$ cat config.mk
export PLATFORM = sky130hd
export DESIGN_NAME = bridge_config_header_regs
export DESIGN_NICKNAME = d
export VERILOG_FILES = /design/src/inc/bridge_cfg_pkg.sv /design/src/core/sticky_flags.sv /design/src/core/latency_counter.sv /design/src/core/bridge_config_header_regs.sv
export SDC_FILE = /design/constraint.sdc
export NUM_CORES = 1
export LEC_CHECK = 0
export BUFFER_PORTS_ARGS = -buffer_cell sky130_fd_sc_hd__buf_2
export CAP_MARGIN = 20
export CORE_MARGIN = 1
export CORE_UTILIZATION = 35
export CTS_CLUSTER_SIZE = 20
export DETAILED_ROUTE_END_ITERATION = 16
export HOLD_SLACK_MARGIN = 0.12
export SKIP_LAST_GASP = 1
export SLEW_MARGIN = 20
export SYNTH_ARGS = -nofsm -noshare
export SYNTH_HDL_FRONTEND = slang
export SYNTH_SLANG_ARGS = --single-unit
$ cat constraint.sdc
create_clock -name sys_clk -period 3.38 [get_ports sys_clk]
set_input_delay 0.507 -clock sys_clk [delete_from_list [all_inputs] [get_ports sys_clk]]
set_output_delay 0.507 -clock sys_clk [all_outputs]
set_load 0.02 [all_outputs]
$ cat src/inc/bridge_cfg_pkg.sv
// Register map, field layout and carrier types of the bridge configuration header block.
package bridge_cfg_pkg;

    // Byte addresses of the configuration words.
    localparam logic [7:0] OFS_STATUS     = 8'h04;
    localparam logic [7:0] OFS_CLASS      = 8'h08;
    localparam logic [7:0] OFS_CACHE      = 8'h0C;
    localparam logic [7:0] OFS_BUS_NUM    = 8'h18;
    localparam logic [7:0] OFS_IRQ_STATUS = 8'h40;
    localparam logic [7:0] OFS_IRQ_MASK   = 8'h44;

    // Fixed values of the read-only fields.
    localparam logic [1:0] SELECT_TIMING_MEDIUM = 2'h1;
    localparam logic [7:0] BASE_CLASS_BRIDGE    = 8'h06;
    localparam logic [7:0] SUB_CLASS_P2P        = 8'h04;
    localparam logic [7:0] PROG_IF_NONE         = 8'h00;
    localparam logic [7:0] HEADER_TYPE_BRIDGE   = 8'h01;

    // Values after reset of the writable fields.
    localparam logic [7:0] CACHE_LINE_RESET = 8'h00;
    localparam logic [7:0] LATENCY_RESET    = 8'h00;
    localparam logic [7:0] BUS_NUM_RESET    = 8'h00;
    localparam logic [5:0] IRQ_MASK_RESET   = 6'h00;
    localparam logic [5:0] FLAGS_RESET      = 6'h00;

    // Index of each error flag inside the flag vector.
    localparam int FLG_MASTER_DPERR = 0;
    localparam int FLG_TABORT_SIG   = 1;
    localparam int FLG_TABORT_RX    = 2;
    localparam int FLG_MABORT_RX    = 3;
    localparam int FLG_SERR         = 4;
    localparam int FLG_PARITY       = 5;

    // Bit position of each error flag in the status word.
    localparam int POS_MASTER_DPERR = 24;
    localparam int POS_TABORT_SIG   = 27;
    localparam int POS_TABORT_RX    = 28;
    localparam int POS_MABORT_RX    = 29;
    localparam int POS_SERR         = 30;
    localparam int POS_PARITY       = 31;

    localparam logic [1:0] RESP_OKAY   = 2'h0;
    localparam logic [1:0] RESP_SLVERR = 2'h2;

    typedef logic [5:0] flag_type;

    typedef struct packed {
        logic addr_parity_err;
        logic data_parity_err;
        logic serr_asserted;
        logic master_abort_rx;
        logic target_abort_rx;
        logic target_abort_sig;
        logic master_data_parity_err;
    } bus_event_type;

    typedef struct packed {
        logic [7:0] cache_line_size;
        logic [7:0] latency_timer;
        logic [7:0] primary_bus;
        logic [7:0] secondary_bus;
    } cfg_out_type;

    function automatic logic word_hit(input logic [7:0] addr, input logic [7:0] ofs);
        word_hit = (addr[7:2] == ofs[7:2]);
    endfunction

endpackage

$ cat src/core/sticky_flags.sv
// Bank of sticky event flags where a new event beats a clear in the same cycle.
`timescale 1ns/1ps
`default_nettype none

module sticky_flags (
    input  wire logic                     sys_clk,
    input  wire logic                     rst_n,
    input  wire bridge_cfg_pkg::flag_type set_vec,
    input  wire bridge_cfg_pkg::flag_type clr_vec,
    output var  bridge_cfg_pkg::flag_type flags
);
    import bridge_cfg_pkg::*;

    flag_type flags_r;
    flag_type flags_nxt;

    assign flags_nxt = (flags_r & ~clr_vec) | set_vec;
    assign flags     = flags_r;

    always_ff @(posedge sys_clk or negedge rst_n) begin
        if (!rst_n) begin
            flags_r <= FLAGS_RESET;
        end else begin
            flags_r <= flags_nxt;
        end
    end

endmodule

`default_nettype wire

$ cat src/core/latency_counter.sv
// Master latency counter, loaded when the bridge starts a frame as master.
`timescale 1ns/1ps
`default_nettype none

module latency_counter (
    input  wire logic       sys_clk,
    input  wire logic       rst_n,
    input  wire logic       frame_start,
    input  wire logic       frame_active,
    input  wire logic [7:0] load_value,
    output logic      [7:0] count,
    output logic            expired
);
    import bridge_cfg_pkg::*;

    logic [7:0] count_r;
    logic [7:0] count_nxt;
    logic       expired_r;
    logic       expired_nxt;
    logic       counting;

    assign counting    = frame_active && (count_r != 8'h00);
    assign count_nxt   = frame_start ? load_value :
                         counting    ? count_r - 8'h01 : count_r;
    // A zero load expires one cycle after the load, as a load of one does, so the master gives up the bus after one data phase.
    assign expired_nxt = frame_active && !frame_start && (count_nxt == 8'h00);
    assign count       = count_r;
    assign expired     = expired_r;

    always_ff @(posedge sys_clk or negedge rst_n) begin
        if (!rst_n) begin
            count_r   <= LATENCY_RESET;
            expired_r <= 1'b0;
        end else begin
            count_r   <= count_nxt;
            expired_r <= expired_nxt;
        end
    end

endmodule

`default_nettype wire

$ cat src/core/bridge_config_header_regs.sv
// Primary status, class, cache line, latency, header type and bus number registers.
//
// Added by the designer: the AXI4-Lite slave port.
`timescale 1ns/1ps
`default_nettype none

module bridge_config_header_regs #(
    parameter logic [7:0] REVISION_IDENT = 8'h3A // Arbitrary value.
) (
    input  wire logic                          sys_clk,
    input  wire logic                          rst_n,
    input  wire logic                          awvalid,
    output logic                               awready,
    input  wire logic [7:0]                    awaddr,
    input  wire logic                          wvalid,
    output logic                               wready,
    input  wire logic [31:0]                   wdata,
    input  wire logic [3:0]                    wstrb,
    output logic                               bvalid,
    input  wire logic                          bready,
    output logic      [1:0]                    bresp,
    input  wire logic                          arvalid,
    output logic                               arready,
    input  wire logic [7:0]                    araddr,
    output logic                               rvalid,
    input  wire logic                          rready,
    output logic      [31:0]                   rdata,
    output logic      [1:0]                    rresp,
    input  wire bridge_cfg_pkg::bus_event_type bus_events,
    input  wire logic                          frame_start,
    input  wire logic                          frame_active,
    output var  bridge_cfg_pkg::cfg_out_type   cfg_out,
    output logic      [7:0]                    latency_count,
    output logic                               latency_expired,
    output logic                               irq
);
    import bridge_cfg_pkg::*;

    // Write channel holding registers; address and data may arrive in either order.
    logic        aw_held_r;
    logic        aw_held_nxt;
    logic [7:0]  aw_addr_r;
    logic        w_held_r;
    logic        w_held_nxt;
    logic [31:0] w_data_r;
    logic [3:0]  w_strb_r;
    logic        bvalid_r;
    logic        bvalid_nxt;
    logic [1:0]  bresp_r;

    logic        rvalid_r;
    logic        rvalid_nxt;
    logic [31:0] rdata_r;
    logic [1:0]  rresp_r;

    cfg_out_type cfg_r;
    logic [5:0]  irq_mask_r;

    logic        aw_take;
    logic        w_take;
    logic        aw_have;
    logic        w_have;
    logic        do_write;
    logic [7:0]  wr_addr;
    logic [31:0] wr_data;
    logic [3:0]  wr_strb;
    logic [7:0]  wr_b0;
    logic [7:0]  wr_b1;
    logic        wr_mapped;
    logic        wsel_status;
    logic        wsel_cache;
    logic        wsel_bus;
    logic        wsel_irq_mask;

    logic        ar_take;
    logic        rd_mapped;
    logic        rd_irq_status;
    logic [31:0] rd_value;

    flag_type    status_flags;
    flag_type    irq_flags;
    flag_type    event_vec;
    flag_type    status_clr;
    flag_type    irq_clr;

    logic [31:0] status_word;
    logic [31:0] class_word;
    logic [31:0] cache_word;
    logic [31:0] bus_word;

    // Each bus event pulse feeds the flag of its own status bit; address and data parity errors share the parity flag.
    assign event_vec[FLG_PARITY]       = bus_events.addr_parity_err
                                       | bus_events.data_parity_err;
    assign event_vec[FLG_SERR]         = bus_events.serr_asserted;
    assign event_vec[FLG_MABORT_RX]    = bus_events.master_abort_rx;
    assign event_vec[FLG_TABORT_RX]    = bus_events.target_abort_rx;
    assign event_vec[FLG_TABORT_SIG]   = bus_events.target_abort_sig;
    assign event_vec[FLG_MASTER_DPERR] = bus_events.master_data_parity_err;

    // A write completes in the cycle in which both address and data are held or taken.
    assign awready  = !aw_held_r && !bvalid_r;
    assign wready   = !w_held_r && !bvalid_r;
    assign aw_take  = awvalid && awready;
    assign w_take   = wvalid && wready;
    assign aw_have  = aw_held_r || aw_take;
    assign w_have   = w_held_r || w_take;
    assign do_write = aw_have && w_have;

    assign wr_addr = aw_held_r ? aw_addr_r : awaddr;
    assign wr_data = w_held_r ? w_data_r : wdata;
    assign wr_strb = w_held_r ? w_strb_r : wstrb;
    assign wr_b0   = wr_data[7:0];
    assign wr_b1   = wr_data[15:8];

    assign wsel_status   = do_write && word_hit(wr_addr, OFS_STATUS);
    assign wsel_cache    = do_write && word_hit(wr_addr, OFS_CACHE);
    assign wsel_bus      = do_write && word_hit(wr_addr, OFS_BUS_NUM);
    assign wsel_irq_mask = do_write && word_hit(wr_addr, OFS_IRQ_MASK);
    // Writes to the read-only class word and to the read-clear interrupt status are accepted and dropped.
    assign wr_mapped = word_hit(wr_addr, OFS_STATUS) || word_hit(wr_addr, OFS_CLASS)
                    || word_hit(wr_addr, OFS_CACHE) || word_hit(wr_addr, OFS_BUS_NUM)
                    || word_hit(wr_addr, OFS_IRQ_STATUS) || word_hit(wr_addr, OFS_IRQ_MASK);

    assign aw_held_nxt = aw_have && !do_write;
    assign w_held_nxt  = w_have && !do_write;
    assign bvalid_nxt  = do_write || (bvalid_r && !bready);

    // Only the upper byte lane carries the error flags, so its strobe gates the clear.
    assign status_clr[FLG_PARITY]       = wsel_status && wr_strb[3] && wr_data[POS_PARITY];
    assign status_clr[FLG_SERR]         = wsel_status && wr_strb[3] && wr_data[POS_SERR];
    assign status_clr[FLG_MABORT_RX]    = wsel_status && wr_strb[3] && wr_data[POS_MABORT_RX];
    assign status_clr[FLG_TABORT_RX]    = wsel_status && wr_strb[3] && wr_data[POS_TABORT_RX];
    assign status_clr[FLG_TABORT_SIG]   = wsel_status && wr_strb[3] && wr_data[POS_TABORT_SIG];
    assign status_clr[FLG_MASTER_DPERR] = wsel_status && wr_strb[3]
                                        && wr_data[POS_MASTER_DPERR];

    always_ff @(posedge sys_clk or negedge rst_n) begin
        if (!rst_n) begin
            aw_held_r <= 1'b0;
            aw_addr_r <= 8'h00;
            w_held_r  <= 1'b0;
            w_data_r  <= 32'h0000_0000;
            w_strb_r  <= 4'h0;
            bvalid_r  <= 1'b0;
            bresp_r   <= RESP_OKAY;
        end else begin
            aw_held_r <= aw_held_nxt;
            w_held_r  <= w_held_nxt;
            bvalid_r  <= bvalid_nxt;
            if (aw_take) begin
                aw_addr_r <= awaddr;
            end
            if (w_take) begin
                w_data_r <= wdata;
                w_strb_r <= wstrb;
            end
            if (do_write) begin
                bresp_r <= wr_mapped ? RESP_OKAY : RESP_SLVERR;
            end
        end
    end

    always_ff @(posedge sys_clk or negedge rst_n) begin
        if (!rst_n) begin
            cfg_r.cache_line_size <= CACHE_LINE_RESET;
            cfg_r.latency_timer   <= LATENCY_RESET;
            cfg_r.primary_bus     <= BUS_NUM_RESET;
            cfg_r.secondary_bus   <= BUS_NUM_RESET;
            irq_mask_r            <= IRQ_MASK_RESET;
        end else begin
            // Cache line size is stored as written; odd values are the programmer's fault.
            if (wsel_cache && wr_strb[0]) begin
                cfg_r.cache_line_size <= wr_b0;
            end
            if (wsel_cache && wr_strb[1]) begin
                cfg_r.latency_timer <= wr_b1;
            end
            if (wsel_bus && wr_strb[0]) begin
                cfg_r.primary_bus <= wr_b0;
            end
            if (wsel_bus && wr_strb[1]) begin
                cfg_r.secondary_bus <= wr_b1;
            end
            if (wsel_irq_mask && wr_strb[0]) begin
                irq_mask_r <= wr_b0[5:0];
            end
        end
    end

    sticky_flags u_status_flags (
        .sys_clk (sys_clk),
        .rst_n   (rst_n),
        .set_vec (event_vec),
        .clr_vec (status_clr),
        .flags   (status_flags)
    );

    // The interrupt copy of the flags is kept apart from the status copy.
    // A read of the interrupt status clears it, so software must read it once per service.
    assign irq_clr = rd_irq_status ? 6'h3F : 6'h00;

    sticky_flags u_irq_flags (
        .sys_clk (sys_clk),
        .rst_n   (rst_n),
        .set_vec (event_vec),
        .clr_vec (irq_clr),
        .flags   (irq_flags)
    );

    assign irq = |(irq_flags & irq_mask_r);

    // The counter reloads from the programmed timer at each frame start.
    latency_counter u_latency (
        .sys_clk      (sys_clk),
        .rst_n        (rst_n),
        .frame_start  (frame_start),
        .frame_active (frame_active),
        .load_value   (cfg_r.latency_timer),
        .count        (latency_count),
        .expired      (latency_expired)
    );

    // Read data are registered, so the answer stands one cycle after the address is taken.
    assign status_word = {status_flags[FLG_PARITY],
                          status_flags[FLG_SERR],
                          status_flags[FLG_MABORT_RX],
                          status_flags[FLG_TABORT_RX],
                          status_flags[FLG_TABORT_SIG],
                          SELECT_TIMING_MEDIUM,
                          status_flags[FLG_MASTER_DPERR],
                          1'b1,
                          1'b0,
                          1'b1,
                          1'b1,
                          4'h0,
                          16'h0000};
    assign class_word = {BASE_CLASS_BRIDGE, SUB_CLASS_P2P, PROG_IF_NONE, REVISION_IDENT};
    assign cache_word = {8'h00, HEADER_TYPE_BRIDGE, cfg_r.latency_timer,
                         cfg_r.cache_line_size};
    assign bus_word   = {16'h0000, cfg_r.secondary_bus, cfg_r.primary_bus};

    assign arready       = !rvalid_r;
    assign ar_take       = arvalid && arready;
    assign rd_irq_status = ar_take && word_hit(araddr, OFS_IRQ_STATUS);
    assign rd_mapped     = word_hit(araddr, OFS_STATUS) || word_hit(araddr, OFS_CLASS)
                        || word_hit(araddr, OFS_CACHE) || word_hit(araddr, OFS_BUS_NUM)
                        || word_hit(araddr, OFS_IRQ_STATUS) || word_hit(araddr, OFS_IRQ_MASK);
    assign rd_value = word_hit(araddr, OFS_STATUS)     ? status_word :
                      word_hit(araddr, OFS_CLASS)      ? class_word :
                      word_hit(araddr, OFS_CACHE)      ? cache_word :
                      word_hit(araddr, OFS_BUS_NUM)    ? bus_word :
                      word_hit(araddr, OFS_IRQ_STATUS) ? {26'h0, irq_flags} :
                      word_hit(araddr, OFS_IRQ_MASK)   ? {26'h0, irq_mask_r} : 32'h0000_0000;
    assign rvalid_nxt = ar_take || (rvalid_r && !rready);

    always_ff @(posedge sys_clk or negedge rst_n) begin
        if (!rst_n) begin
            rvalid_r <= 1'b0;
            rdata_r  <= 32'h0000_0000;
            rresp_r  <= RESP_OKAY;
        end else begin
            rvalid_r <= rvalid_nxt;
            if (ar_take) begin
                rdata_r <= rd_value;
                rresp_r <= rd_mapped ? RESP_OKAY : RESP_SLVERR;
            end
        end
    end

    assign bvalid  = bvalid_r;
    assign bresp   = bresp_r;
    assign rvalid  = rvalid_r;
    assign rdata   = rdata_r;
    assign rresp   = rresp_r;
    assign cfg_out = cfg_r;
endmodule

`default_nettype wire

==> results.json <==
{
  "yosys_warnings": 0,
  "max_freq_mhz": 399,
  "hpwl_mm": 10.1,
  "worst_setup_path_end_kind": "flop",
  "finalSetupTns_ns": 0,
  "tightest_slew_ns": 0.839,
  "area_growth_pct": 26.6,
  "synth-seq-cells": 122,
  "slew_headroom_pct": 43.6,
  "root_buffer": "clkbuf_16",
  "ys_types": 54,
  "post_cts_buffers": 0,
  "nNetsFinal": 678,
  "cts_buffers": 17,
  "arrival_ns": 2.81,
  "grt_overflow": 0,
  "timing.final.crit_share_pct": 74.2,
  "dieHeight_um": 129,
  "synth_top_area_share_pct": 54.4,
  "p_per_area_mw_per_mm2": 795,
  "grt_use_total_pct": 18.2,
  "max_cap_viol_count": 0,
  "syn_avg_cell_area_um2": 12.0,
  "grt_pass1_wl_mm": 22.6,
  "hold_viol": 0,
  "crit_family": "simple AND/OR/NAND/NOR gates",
  "critical_path_depth": 5,
  "vias_per_cell": 5.02,
  "rsz0062_at_grt": "false",
  "ant_nets": 0,
  "cts.repair.resized": 0,
  "initial_core_util_pct": 36.4,
  "final.min_clock_period_ns": 2.51,
  "synth_seq_area_share_pct": 54.4,
  "first_pass_iters": 4,
  "wire_per_inst_um": 16.9,
  "fin_util_pct": 46.1,
  "cp.required_ns": 3.68,
  "cts.clk_slew.worst_paths_ns": 0.06,
  "core_area_mm2": 0.0154,
  "skew_ns": 0.00702,
  "io_pins": 151,
  "synth.area.top_cells": "dfrtp_1 54%, mux2_2 17%, mux2i_1 4.1%",
  "synthesis.area_mm2": 0.00562,
  "async_flop_share_pct": 100,
  "drive_above_1_share_pct": 43.0,
  "setup_viol": 0,
  "tritoncts": "yes",
  "cp_slowest_cell": "dfrtp_1",
  "path_max_fanout": 13,
  "cp.buffers_inverters": 0,
  "globalplace.congestion": 0.868,
  "synthCells": 470,
  "synth_top_area_cell": "dfrtp_1",
  "clk_latency_ns": 0.42,
  "drcViolationCount": 0,
  "ctsLongestPathBuffers": 2,
  "wl_mm": 14.1,
  "num_rows": 45,
  "antenna_found_initial": 2,
  "htreeDepth": 4,
  "cp_slowest_stage_delay_ns": 0.56,
  "drtIter0Drc": 192,
  "ir_drop_uv": 363,
  "io_buffers": 130,
  "cp_cell_sequence": "or3b_2 -> a21oi_1 -> o21ai_0 -> nor2_2 -> mux2_2",
  "path_class": "flop to flop",
  "synth_edf_count": 0,
  "routed-via-count": 4178,
  "die_width_um": 129,
  "cts_sinks": 122,
  "grt_max_degree": 70,
  "grt_pass1_vias": 4206,
  "hp-class": "input port to async pin",
  "finalMaxSlewViolations": 0,
  "status": "completed",
  "dieArea_mm2": 0.0166,
  "startpoint_type": "flop",
  "yosys-top-cells-count": "122 x dfrtp_1, 87 x mux2_2, 39 x nand2_1, 27 x o21ai_0, 24 x nor2_1",
  "yosysMostFrequentCell": "dfrtp_1",
  "synthFlopType": "dfrtp_1",
  "worst-r2r-cell-count": 5,
  "cts_hold_buf": 0,
  "leakage_nw": 3.39
}
[per-stage QoR]
stage	cell area [µm²]	hold slack [ns]	instances	setup WS (ns)	total power [mW]
finish	7110	0.129	833	0.872	5.66
global route	7110	0.176	832	0.706	5.97
CTS	7110	0.151	832	0.864	5.71
detailed placement	6510	0.466	800	0.899	3.84
global placement	6510	0.460	800	0.897	3.79
floorplan	5630	0.211	474	1.17	3.29
[cells in the final DEF, fill, tap and decap left out, drive strengths merged, types with 3 or more instances in the layout]
master	netlist	final
o221ai	4	4
o21ai	27	27
conb	1	5
xor2	3	3
clkbuf	10	17
nor3	10	10
inv	12	12
mux2	87	87
buf	13	138
nand2	39	39
clkinvlp	0	5
o21a	6	6
bufinv	0	3
dfrtp	122	122
nor3b	3	3
a21oi	10	10
o211ai	4	4
mux2i	23	23
nor2	26	26
a22o	6	6
clkinv	0	7
a22oi	5	5
nor4	3	3
nor2b	4	4
nand3	9	9
a21o	8	8
[registers in the layout, summed over array words and instances (netlist names)]
signal	flops
rdata	26
u_latency.count	8
w_held_r	1
rresp	1
u_status_flags.flags	6
bresp	1
rvalid	1
aw_addr_r	6
aw_held_r	1
bvalid	1
u_latency.expired	1
cfg_out	32
w_strb_r	3
irq_mask_r	6
w_data_r	22
u_irq_flags.flags	6
[final timing paths]
path | startpoint | endpoint | slack (ns)
hold reg to reg | rdata[16] | rdata[16] | 0.47
setup / recovery | aw_held_r | cfg_out[4] | 0.87
hold / removal | rst_n | aw_addr_r[6] | 0.13
setup reg to reg | aw_held_r | cfg_out[4] | 0.87
max in group asynchronous | rst_n | rdata[1] | 2.43
min in group sys_clk | bready | bvalid | 0.28
[layout make-up]
class                           count  area, µm²
Tap cell                          211        264
Antenna cell                        1       2.50
Clock inverter                     15        178
Multi-Input combinational cell    317       2420
Timing Repair Buffer              138        726
Fill cell                        1504       8310
Sequential cell                   122       3050
Clock buffer                       17        425
Inverter                           12       45.0
[power breakdown]
| group | internal, mW | switching [mW] |
|---|---|---|
| clock | 1.16 | 0.679 |
| combinational | 0.761 | 0.894 |
| sequential | 1.85 | 0.319 |
| total | 3.76 | 1.89 |
[layer usage]
layer / part of all wire (%) / wire, µm / global-route usage (%) / up-vias
met5: 0.078 / 11 / 0 / -
met4: 1.7 / 235 / 7.34 / 2
met3: 5.6 / 784 / 4.82 / 18
met2: 49 / 6870 / 29.7 / 109
met1: 44 / 6210 / 23.0 / 2084
li1: - / - / - / 1965
[kinds of logic after synthesis]
family	after synthesis	share of synthesized area [%]
other	1	0.0668
flip-flops	122	54.4
multiplexers	110	21.5
AO/OA/AOI/OAI	83	10.1
buffers and inverters	35	2.94
XOR/XNOR	5	0.780
AND/OR/NAND/NOR	112	9.80
adder cells (fa/ha/maj)	2	0.445
No activity file was read; power rests on OpenSTA's default activity.
